`config.mk`:
```
export PLATFORM = sky130hd
export DESIGN_NAME = wmh_dev_flat
export DESIGN_NICKNAME = d
export VERILOG_FILES = /design/src/pkg/wmh_pkg.sv /design/src/pkg/wmh_if.sv /design/src/wmh_dev.sv /design/src/flat_wrapper.sv
export VERILOG_INCLUDE_DIRS = /design/src /design/src/pkg
export SDC_FILE = /design/constraint.sdc
export NUM_CORES = 1
export LEC_CHECK = 0
export ABC_AREA = 1
export BUFFER_PORTS_ARGS = -buffer_cell sky130_fd_sc_hd__buf_4
export CAP_MARGIN = 0
export CORE_UTILIZATION = 55
export DETAILED_ROUTE_END_ITERATION = 7
export GPL_TIMING_DRIVEN = 1
export PLACE_DENSITY = 0.76
export SLEW_MARGIN = 30
export SYNTH_ARGS = -nofsm -noshare
export SYNTH_HDL_FRONTEND = slang
export SYNTH_SLANG_ARGS = --single-unit
export TNS_END_PERCENT = 30
```
`constraint.sdc`:
```
create_clock -name clk -period 6.1 [get_ports clk]
set_input_delay 0.915 -clock clk [delete_from_list [all_inputs] [get_ports clk]]
set_output_delay 0.915 -clock clk [all_outputs]
set_load 0.1 [all_outputs]
```
`src/pkg/wmh_cfg.svh`:
```
// Summary of operation
// - Deep-off pin high turns core regulators off
// - Hold reset until supply is good
// - Host waits 1 ms after deep-off release
// - About 300 ms release from reset, both watch
// - Deep off keeps no state, fresh restart
// - Only host enters and leaves deep off
// - Host wait covers bulk capacitance charge
// - Power save entered once activity finishes
// - Wake on DTIM, fetch queued data or sleep
// - Leave power save with low latency
// - Chip select high in deep off
// - Stand-by only an internal transition state; device rests there while power save is off
// - Active has receive and transmit substates
// - Attention low while data waits for host
// - Attention released once data shifted out
// - Host SCK no faster than 25 MHz
// - Modes 0 and 3, sample on rising edge
// - Bytes shifted most significant bit first
// - Chip select toggled per block, never stuck
// - CS fall starts, CS rise ends transfer
// - Chip select always driven by host
// - Attention is open drain with pull-up
`ifndef WMH_CFG_SVH
`define WMH_CFG_SVH
`define WMH_CLK_MHZ       250
`define WMH_SETTLE_MS     1
`define WMH_RELEASE_MS    300
`define WMH_SETTLE_CYC    (`WMH_SETTLE_MS * `WMH_CLK_MHZ * 1000)
`define WMH_RELEASE_CYC   (`WMH_RELEASE_MS * `WMH_CLK_MHZ * 1000)
`define WMH_CNT_W         27
`define WMH_SCK_MAX_MHZ   25
`define WMH_SCK_HALF_MIN  ((`WMH_CLK_MHZ + 2 * `WMH_SCK_MAX_MHZ - 1) / (2 * `WMH_SCK_MAX_MHZ))
`define WMH_SCK_HALF      (`WMH_SCK_HALF_MIN + 1)
`define WMH_HALF_W        4
`define WMH_BYTE_W        8
`define WMH_BIT_W         3
`define WMH_LAST_BIT      3'h7
`define WMH_FIRST_BIT     3'h0
`define WMH_LEN_W         4
`define WMH_FIFO_D        16
`define WMH_IDLE_BYTE     8'h00
`endif

```
`src/pkg/wmh_pkg.sv`:
```
`default_nettype none
`include "wmh_cfg.svh"
package wmh_pkg;
  typedef enum logic [2:0] {
    DS_DEEP, DS_POR, DS_RESET, DS_RELEASE, DS_STANDBY, DS_PSAVE, DS_RX, DS_TX
  } wmh_dev_state_e;

  typedef enum logic [3:0] {
    HS_DEEP, HS_SETTLE, HS_RELEASE, HS_READY, HS_LOAD, HS_LOW, HS_HIGH, HS_GAP, HS_HOLD
  } wmh_host_state_e;

  typedef struct packed {
    wmh_dev_state_e           st;
    logic [`WMH_CNT_W-1:0]    cnt;
    logic                     sck_m, sck_s, sck_q;
    logic                     cs_m, cs_s, cs_q;
    logic                     mosi_m, mosi_s;
    logic                     deep_m, deep_s;
    logic                     hrst_m, hrst_s;
    logic                     started;
    logic [`WMH_BIT_W-1:0]    bits;
    logic [`WMH_BYTE_W-1:0]   tx_sh;
    logic [`WMH_BYTE_W-1:0]   rx_sh;
    logic                     loaded;
    logic [`WMH_BYTE_W-1:0]   rx_data;
    logic                     rx_valid;
    logic                     done;
  } wmh_dev_s;

  typedef struct packed {
    wmh_host_state_e          st;
    logic [`WMH_CNT_W-1:0]    cnt;
    logic [`WMH_HALF_W-1:0]   half;
    logic [`WMH_BIT_W-1:0]    bits;
    logic [`WMH_LEN_W-1:0]    len;
    logic [`WMH_BYTE_W-1:0]   tx_sh;
    logic [`WMH_BYTE_W-1:0]   rx_sh;
    logic                     sck;
    logic                     cs_n;
    logic                     deep_off;
    logic                     reset_n;
    logic                     miso_m, miso_s;
    logic                     attn_m, attn_s;
    logic [`WMH_BYTE_W-1:0]   rx_data;
    logic                     rx_valid;
    logic                     done;
  } wmh_host_s;
endpackage
`default_nettype wire

```
`src/pkg/wmh_if.sv`:
```
`timescale 1ns/10ps
`default_nettype none
interface wmh_if;
  logic sck;       // SPI clock from host
  logic cs_n;      // Chip select, active low
  logic mosi;      // Host to device data
  logic miso;      // Device to host data
  logic deep_off;  // High puts device in deep off
  logic reset_n;   // Device reset from host
  logic attn_o;    // Attention drive level
  logic attn_oe;   // Attention pull-down enable
  logic attn_n;    // Resolved attention line

  // Open drain with board pull-up
  assign attn_n = attn_oe ? attn_o : 1'b1;

  modport dev  (input sck, cs_n, mosi, deep_off, reset_n, output miso, attn_o, attn_oe);
  modport host (output sck, cs_n, mosi, deep_off, reset_n, input miso, attn_n);
endinterface
`default_nettype wire

```
`src/wmh_dev.sv`:
```
`timescale 1ns/10ps
`default_nettype none
`include "wmh_cfg.svh"

module wmh_fifo #(
  parameter int W = `WMH_BYTE_W,
  parameter int D = `WMH_FIFO_D
) (
  input  wire logic         clk,       // System clock
  input  wire logic         rstn,      // Async reset, active low
  input  wire logic         flush,     // Drop all contents
  input  wire logic         in_valid,  // Write request
  output logic              in_ready,  // Room available
  input  wire logic [W-1:0] in_data,   // Write data
  output logic              out_valid, // Data available
  input  wire logic         out_ready, // Read accept
  output logic [W-1:0]      out_data   // Head word
);
  localparam int AW = $clog2(D);
  localparam int CW = $clog2(D + 1);
  typedef struct packed {
    logic [D-1:0][W-1:0] mem;
    logic [AW-1:0]       wp;
    logic [AW-1:0]       rp;
    logic [CW-1:0]       cnt;
  } wmh_fifo_s;
  wmh_fifo_s s, n;
  logic      wr, rd;

  assign in_ready  = (s.cnt != CW'(D));
  assign out_valid = (s.cnt != '0);
  assign out_data  = s.mem[s.rp];
  assign wr        = in_valid & in_ready;
  assign rd        = out_valid & out_ready;

  // Pointers wrap explicitly at D-1, so any depth of two or more works
  always_comb begin
    n = s;
    if (wr) begin
      n.mem[s.wp] = in_data;
      n.wp        = (s.wp == AW'(D - 1)) ? '0 : s.wp + 1'b1;
    end
    if (rd)
      n.rp = (s.rp == AW'(D - 1)) ? '0 : s.rp + 1'b1;
    n.cnt = s.cnt + CW'(wr) - CW'(rd);
    if (flush) begin
      n.wp  = '0;
      n.rp  = '0;
      n.cnt = '0;
    end
  end

  always_ff @(posedge clk or negedge rstn) begin
    if (!rstn) s <= '0;
    else       s <= n;
  end
endmodule // wmh_fifo

module wmh_dev #(
  parameter logic [`WMH_CNT_W-1:0] RELEASE_CYC = `WMH_CNT_W'(`WMH_RELEASE_CYC)
) (
  input  wire logic                    clk,            // System clock
  input  wire logic                    rstn,           // Async reset, active low
  wmh_if.dev                           link,           // Pins toward host
  input  wire logic                    supply_ok,      // Supply within range
  input  wire logic                    power_save_enable, // Power save allowed
  input  wire logic                    dtim_tick,      // Beacon wake pulse
  input  wire logic                    traffic_queued, // Data waits at access point
  input  wire logic                    radio_rx_busy,  // Radio receiving
  input  wire logic                    radio_tx_busy,  // Radio transmitting
  input  wire logic                    load_valid,     // Byte for host offered
  output logic                         load_ready,     // Byte accepted
  input  wire logic [`WMH_BYTE_W-1:0]  load_data,      // Byte for host
  output logic [`WMH_BYTE_W-1:0]       rx_data,        // Byte from host
  output logic                         rx_valid,       // Byte from host pulse
  output logic                         xfer_done,      // CS rise pulse
  output logic                         regulators_on,  // Core supplies enabled
  output logic                         core_in_reset,  // Core held in reset
  output wmh_pkg::wmh_dev_state_e      power_state     // Current power state
);
  wmh_pkg::wmh_dev_s         s, n;
  logic                      rise, fall, cs_fall, cs_rise, op, pop;
  logic                      f_in_ready, f_valid;
  logic [`WMH_BYTE_W-1:0]    f_data;

  wmh_fifo #(.W(`WMH_BYTE_W), .D(`WMH_FIFO_D)) u_fifo (
    .clk       (clk),
    .rstn      (rstn),
    .flush     (~op),
    .in_valid  (load_valid & op),
    .in_ready  (f_in_ready),
    .in_data   (load_data),
    .out_valid (f_valid),
    .out_ready (pop),
    .out_data  (f_data)
  );

  assign rise    = s.sck_s & ~s.sck_q;
  assign fall    = ~s.sck_s & s.sck_q;
  assign cs_fall = ~s.cs_s & s.cs_q;
  assign cs_rise = s.cs_s & ~s.cs_q;
  assign op      = (s.st == wmh_pkg::DS_STANDBY) || (s.st == wmh_pkg::DS_PSAVE) ||
                   (s.st == wmh_pkg::DS_RX) || (s.st == wmh_pkg::DS_TX);

  // Power state machine and SPI slave in one next-state block
  always_comb begin
    n          = s;
    pop        = 1'b0;
    n.rx_valid = 1'b0;
    n.done     = 1'b0;
    // Pins are asynchronous to clk, two stages before use
    n.sck_m  = link.sck;
    n.sck_s  = s.sck_m;
    n.sck_q  = s.sck_s;
    n.cs_m   = link.cs_n;
    n.cs_s   = s.cs_m;
    n.cs_q   = s.cs_s;
    n.mosi_m = link.mosi;
    n.mosi_s = s.mosi_m;
    n.deep_m = link.deep_off;
    n.deep_s = s.deep_m;
    n.hrst_m = link.reset_n;
    n.hrst_s = s.hrst_m;
    case (s.st)
      wmh_pkg::DS_DEEP: begin
        n.st = wmh_pkg::DS_POR;
      end
      wmh_pkg::DS_POR: begin
        if (supply_ok) n.st = wmh_pkg::DS_RESET;
      end
      wmh_pkg::DS_RESET: begin
        if (s.hrst_s) begin
          n.st  = wmh_pkg::DS_RELEASE;
          n.cnt = '0;
        end
      end
      wmh_pkg::DS_RELEASE: begin
        n.cnt = s.cnt + 1'b1;
        if (s.cnt == RELEASE_CYC - 1'b1) n.st = wmh_pkg::DS_STANDBY;
      end
      // Stand-by is where the device rests while power save is off; host CS low or radio transmit brings power save back to it
      wmh_pkg::DS_STANDBY: begin
        if (radio_tx_busy)      n.st = wmh_pkg::DS_TX;
        else if (radio_rx_busy) n.st = wmh_pkg::DS_RX;
        else if (power_save_enable && !f_valid && !s.loaded && s.cs_s)
          n.st = wmh_pkg::DS_PSAVE;
      end
      wmh_pkg::DS_PSAVE: begin
        // Wake is immediate, well inside the latency budget
        if (dtim_tick && traffic_queued) n.st = wmh_pkg::DS_RX;
        else if (!s.cs_s || radio_tx_busy) n.st = wmh_pkg::DS_STANDBY;
      end
      wmh_pkg::DS_RX: begin
        if (!radio_rx_busy) n.st = wmh_pkg::DS_STANDBY;
      end
      wmh_pkg::DS_TX: begin
        if (!radio_tx_busy) n.st = wmh_pkg::DS_STANDBY;
      end
      default: n.st = wmh_pkg::DS_DEEP;
    endcase

    // Slave shifter: sample on rise, shift on fall after the first rise
    if (op) begin
      if (cs_fall) begin
        n.started = 1'b0;
        n.bits    = `WMH_FIRST_BIT;
        // A byte left over from a short block is kept, not popped again
        if (!s.loaded) begin
          pop      = f_valid;
          n.tx_sh  = f_valid ? f_data : `WMH_IDLE_BYTE;
          n.loaded = f_valid;
        end
      end else if (!s.cs_s) begin
        if (rise) begin
          n.rx_sh   = {s.rx_sh[`WMH_BYTE_W-2:0], s.mosi_s};
          n.bits    = s.bits + 1'b1;
          n.started = 1'b1;
          if (s.bits == `WMH_LAST_BIT) begin
            n.rx_data  = {s.rx_sh[`WMH_BYTE_W-2:0], s.mosi_s};
            n.rx_valid = 1'b1;
            n.loaded   = 1'b0;
          end
        end else if (fall && s.started) begin
          if (s.bits == `WMH_FIRST_BIT) begin
            pop      = f_valid;
            n.tx_sh  = f_valid ? f_data : `WMH_IDLE_BYTE;
            n.loaded = f_valid;
          end else begin
            n.tx_sh = {s.tx_sh[`WMH_BYTE_W-2:0], 1'b0};
          end
        end
      end
      if (cs_rise) begin
        n.done    = 1'b1;
        n.started = 1'b0;
      end
    end

    // Overrides in falling priority: deep off, supply, host reset
    if (s.deep_s) begin
      n.st      = wmh_pkg::DS_DEEP;
      n.cnt     = '0;
      n.started = 1'b0;
      n.bits    = `WMH_FIRST_BIT;
      n.tx_sh   = '0;
      n.rx_sh   = '0;
      n.rx_data = '0;
      n.loaded  = 1'b0;
    end else if (!supply_ok) begin
      n.st     = wmh_pkg::DS_POR;
      n.loaded = 1'b0;
    end else if (!s.hrst_s && s.st != wmh_pkg::DS_DEEP && s.st != wmh_pkg::DS_POR) begin
      n.st     = wmh_pkg::DS_RESET;
      n.loaded = 1'b0;
    end
  end

  always_ff @(posedge clk or negedge rstn) begin
    if (!rstn) begin
      s      <= '0;
      s.st   <= wmh_pkg::DS_POR;
      s.cs_m <= 1'b1;
      s.cs_s <= 1'b1;
      s.cs_q <= 1'b1;
    end else begin
      s <= n;
    end
  end

  assign link.miso    = s.tx_sh[`WMH_BYTE_W-1];
  assign link.attn_o  = 1'b0;
  // Pull low while a byte waits in the buffer or the shifter
  assign link.attn_oe = op & (s.loaded | f_valid);
  assign load_ready   = f_in_ready & op;
  assign rx_data      = s.rx_data;
  assign rx_valid     = s.rx_valid;
  assign xfer_done    = s.done;
  assign regulators_on = (s.st != wmh_pkg::DS_DEEP);
  assign core_in_reset = (s.st == wmh_pkg::DS_POR) || (s.st == wmh_pkg::DS_RESET) ||
                         (s.st == wmh_pkg::DS_RELEASE);
  assign power_state  = s.st;
endmodule // wmh_dev
`default_nettype wire

```
`src/flat_wrapper.sv`:
```
// flat-port wrapper written by rule: the top's interface ports become plain ports
module wmh_dev_flat 
#(
  parameter logic [`WMH_CNT_W-1:0] RELEASE_CYC = `WMH_CNT_W'(`WMH_RELEASE_CYC)
)
  (clk, rstn, supply_ok, power_save_enable, dtim_tick, traffic_queued, radio_rx_busy, radio_tx_busy, load_valid, load_ready, load_data, rx_data, rx_valid, xfer_done, regulators_on, core_in_reset, power_state, link_sck, link_cs_n, link_mosi, link_deep_off, link_reset_n, link_miso, link_attn_o, link_attn_oe);
  wmh_if link_i ();
  input  wire logic clk;
  input  wire logic rstn;
  input  wire logic supply_ok;
  input  wire logic power_save_enable;
  input  wire logic dtim_tick;
  input  wire logic traffic_queued;
  input  wire logic radio_rx_busy;
  input  wire logic radio_tx_busy;
  input  wire logic load_valid;
  output logic load_ready;
  input  wire logic [`WMH_BYTE_W-1:0] load_data;
  output logic [`WMH_BYTE_W-1:0] rx_data;
  output logic rx_valid;
  output logic xfer_done;
  output logic regulators_on;
  output logic core_in_reset;
  output wmh_pkg::wmh_dev_state_e power_state;
  input wire logic [$bits(link_i.sck)-1:0] link_sck;
  input wire logic [$bits(link_i.cs_n)-1:0] link_cs_n;
  input wire logic [$bits(link_i.mosi)-1:0] link_mosi;
  input wire logic [$bits(link_i.deep_off)-1:0] link_deep_off;
  input wire logic [$bits(link_i.reset_n)-1:0] link_reset_n;
  output wire logic [$bits(link_i.miso)-1:0] link_miso;
  output wire logic [$bits(link_i.attn_o)-1:0] link_attn_o;
  output wire logic [$bits(link_i.attn_oe)-1:0] link_attn_oe;
  assign link_i.sck = link_sck;
  assign link_i.cs_n = link_cs_n;
  assign link_i.mosi = link_mosi;
  assign link_i.deep_off = link_deep_off;
  assign link_i.reset_n = link_reset_n;
  assign link_miso = link_i.miso;
  assign link_attn_o = link_i.attn_o;
  assign link_attn_oe = link_i.attn_oe;
  wmh_dev #(.RELEASE_CYC(RELEASE_CYC)) u_core (.clk(clk), .rstn(rstn), .link(link_i), .supply_ok(supply_ok), .power_save_enable(power_save_enable), .dtim_tick(dtim_tick), .traffic_queued(traffic_queued), .radio_rx_busy(radio_rx_busy), .radio_tx_busy(radio_tx_busy), .load_valid(load_valid), .load_ready(load_ready), .load_data(load_data), .rx_data(rx_data), .rx_valid(rx_valid), .xfer_done(xfer_done), .regulators_on(regulators_on), .core_in_reset(core_in_reset), .power_state(power_state));
endmodule
```
==> metrics.md <==
| Metric | Value |
|---|---|
| Share of synthesized area occupied by flip-flops and latches | `about 49%` |
| Maximum vdd drop | `0.000228 V` |
| DRC viols | `0` |
| Instance count of the mapped netlist | `approximately 1400` |
| Area of the multi-input gates | `about 4700 um^2` |
| Distinct cell type count of the synthesized netlist | `42` |
| Unrepaired setup endpoints after global routing | `false` |
| Dominant synthesized flop cell | `dfrtp_1` |
| Filler Cells Inserted | `roughly 1700` |
| Count of state elements after synthesis | `around 210` |
| Total iterations of the first detailed-routing run | `6` |
| Worst-path clk slew | `60 ps` |
| Hold-fix buffers at CTS | `0` |
| CTS sink cnt | `about 210` |
| Worst-path fanout max | `10` |
| Slew at the pin closest to its max-slew limit | `799 ps` |
| Number of top-level pins | `slightly above 40` |
| FFs w/ async S/R, synth | `100%` |
| Per-instance average area after synthesis | `~8 um^2` |
| Clock tree root driver cell | `clkbuf_16` |
| Initial antenna violation count | `0` |
| Proportion of netlist area held by the largest area contributor | `between 40% and 50%` |
| Buffer depth of the longest clock path | `3` |
| Largest net degree at the start of global routing | `between 100 and 150` |
| Hold path start | `u_core.n[33]$_DFF_PN0_` |
| Worst setup EP type | `register` |
| Finished Core Util | `63.0%` |
| Critical path class | `register to register` |
| Layout Nets | `1424` |
| CTS tree | `built` |
| Detailed placement HPWL | `around 17 mm` |
| Worst endpoint required time | `approximately 6500 ps` |
| Summed instance area of the synthesized netlist | `around 11000 um^2` |
| EDFF count, synth | `0` |
| Final period utilization | `49.7%` |
| Cell row count | `50` |
| Number of DRC markers after the initial detailed-route iteration | `approximately 650` |
| Antenna Cells | `0` |
| Status | `complete, no violations` |
| Mean routed wirelength per cell | `15.8 um` |
| Total via count in the routed design | `roughly 9100` |
| Top post-synthesis cells by area | `dfrtp_1 48%, nand2_1 16%, o21ai_0 7.6%, nand3_1 6.6%, inv_1 3.4%` |
| Final Max Tran Viols | `0` |
| Number of port buffers | `39` |
| Clock skew after layout | `13.1 ps` |
| Endpoint arrival time on the critical path | `about 3400 ps` |
| Setup TNS after final layout | `0 ps` |
| Number of instances resized during post-cts repair | `0` |
| Highest achievable clock rate | `about 0.33 GHz` |
| Die height | `approximately 140 um` |
| Buffers inserted during post-CTS setup optimization | `0` |
| Number of buffers added by the clock tree synthesis step | `24` |
| Starting density of the core | `roughly 57%` |
| Synth area leader | `dfrtp_1` |
| Worst setup path start | `u_core.u_fifo.s[2]$_DFF_PN0_` |
| Post-synthesis net count | `around 1400` |
| Wire length of the first global-routing pass | `43.6 mm` |
| Sequential cell area in the final layout | `5340 um^2` |
| Global route total overflow | `0` |
| Die Footprint | `20200 um^2` |
| Total of warnings raised by yosys | `0` |
| Weighted congestion reported at the end of routability-driven placement | `approximately 0.86` |
| Die outline width | `142 um` |
| Fraction of layout cells with a size suffix above 1 | `between 8 and 9%` |
| Max cap viols | `0` |
| Critical register-to-register path startpoint | `u_core.u_fifo.s[2]$_DFF_PN0_` |
| GRT Resource Usage Total | `27.1%` |
| Clock Latency Late Sink | `about 510 ps` |
| H-tree depth reported by CTS | `1` |
| Number of global-route vias before repair | `between 8000 and 9000` |
| Routed vias/inst | `roughly 5.5` |
| Hold Vio Cnt, Final | `0` |
| Area growth from synthesis to final layout | `10.7%` |
| Class of the worst hold path | `register to register` |
| Worst relative slew slack | `about 47%` |
| Final wirelength | `~26 mm` |
| Clock period minus final worst setup slack | `just over 3000 ps` |
| Power per Cell Area | `between 200 and 300 nW/um^2` |
| Element type at the critical path start | `register` |
| Number of antenna-violating nets in the routed design | `0` |
| P_leak | `5.52 nW` |
| Final number of setup-violating endpoints | `0` |
| Core box area | `19000 um^2` |
## stage by stage
step,setup WS (ps),hold WS [ps],instances,total power [W],instance area (um^2)
floorplan,2920,331,1384,0.00159,10800
finish,3070,346,1661,0.00313,11900
CTS,3040,347,1661,0.00315,11900
global placement,3220,333,1617,0.00167,11100
detailed placement,3090,335,1617,0.00167,11100
global route,2770,349,1661,0.00323,11900
## kinds of logic (layout without fill, tap and decap cells)
family,after synthesis,count (layout),share of synthesized area (%)
xor+xnor,3,3,0.244
fa+ha+maj,19,19,2.27
simple gates,747,747,30.0
flops,213,213,49.5
buf+inv,181,198,7.24
other cells,1,1,0.0348
mux,1,1,0.104
compound gates,219,219,10.6
## cell usage in the layout, fill, tap and decap left out, drive strengths merged
cell type / netlist / layout
dfrtp: 209 / 209
nand2: 452 / 452
o21bai: 2 / 2
a22oi: 1 / 1
mux2: 1 / 1
nor3: 23 / 23
clkinv: 3 / 9
bufinv: 0 / 1
a21oi: 27 / 27
o31ai: 1 / 1
nor2: 97 / 97
nor3b: 2 / 2
nand3: 155 / 155
inv: 106 / 106
dfstp: 4 / 4
ha: 18 / 18
a22o: 1 / 1
conb: 1 / 1
nand3b: 1 / 1
a32o: 3 / 3
buf: 46 / 45
clkinvlp: 0 / 2
clkbuf: 26 / 35
xor2: 2 / 2
a31oi: 3 / 3
nand4: 17 / 17
fa: 1 / 1
o211ai: 1 / 1
o22ai: 3 / 3
o21ai: 177 / 177
xnor2: 1 / 1
## sequential cells by signal (all words and copies together) (netlist names)
register	cells
u_core.s	51
u_core.link.miso	1
u_core.u_fifo.s	141
u_core.xfer_done	1
u_core.rx_valid	1
u_core.n	7
u_core.power_state	3
u_core.rx_data	8
## path summary, 6_finish.rpt
check / to / slack [ps] / cells past startpoint
setup / recovery: u_core.u_fifo.s[4]$_DFF_PN0_ / 3070 / 16
min in group asynchronous: u_core.u_fifo.s[82]$_DFFE_PN0P_ / 440 / 1
hold / removal: u_core.s[33]$_DFF_PN0_ / 350 / 0
setup reg to reg: u_core.u_fifo.s[4]$_DFF_PN0_ / 3070 / 16
max in group asynchronous: u_core.s[59]$_DFFE_PN0P_ / 4630 / 2
hold reg to reg: u_core.s[33]$_DFF_PN0_ / 350 / 0
## cells in the mapped netlist (all sizes together), types with 2 or more instances
cell type  number
a21oi          27
a31oi           3
a32o            3
buf            46
clkbuf         26
clkinv          3
dfrtp         209
dfstp           4
ha             18
inv           106
nand2         452
nand3         155
nand4          17
nor2           97
nor3           23
nor3b           2
o21ai         177
o21bai          2
o22ai           3
xor2            2
## power by group
group          switching, W  leakage [nW]  internal [W]
Clock              0.000582         0.412      0.000900
Combinational      0.000148          2.18     0.0000471
Sequential        0.0000151          2.94       0.00143
Total              0.000745          5.52       0.00238
## critical path, stage by stage, from the launching register on
cell and delay [ps]:
dfrtp_1 380, inv_1 90, ha_1 190, nand3_1 350, nand3_1 190, nand2_1 80, nand2_1 130, inv_1 90
ha_1 290, inv_1 50, ha_1 200, fa_1 420, nand2_1 80, a21oi_1 60, nor2_1 100, xor2_1 160
nor2_1 50
## layer usage
layer / vias to the layer above / track usage (%) / part of all wire (%)
li1: 4484 / - / -
met1: 4345 / 37.3 / 45
met2: 262 / 43.8 / 47
met3: 57 / 3.13 / 4.7
met4: 0 / 11.1 / 3.5
met5: - / 0 / 0
## final cells by class
class	count	area share (%)
tap	260	2.72
clock buffer	35	6.31
sequential	213	44.7
multi-input combinational	990	39.1
clock inverter	9	0.723
inverter	109	3.45
timing repair buffer	45	3.00
(Power assumes the default switching activity.)
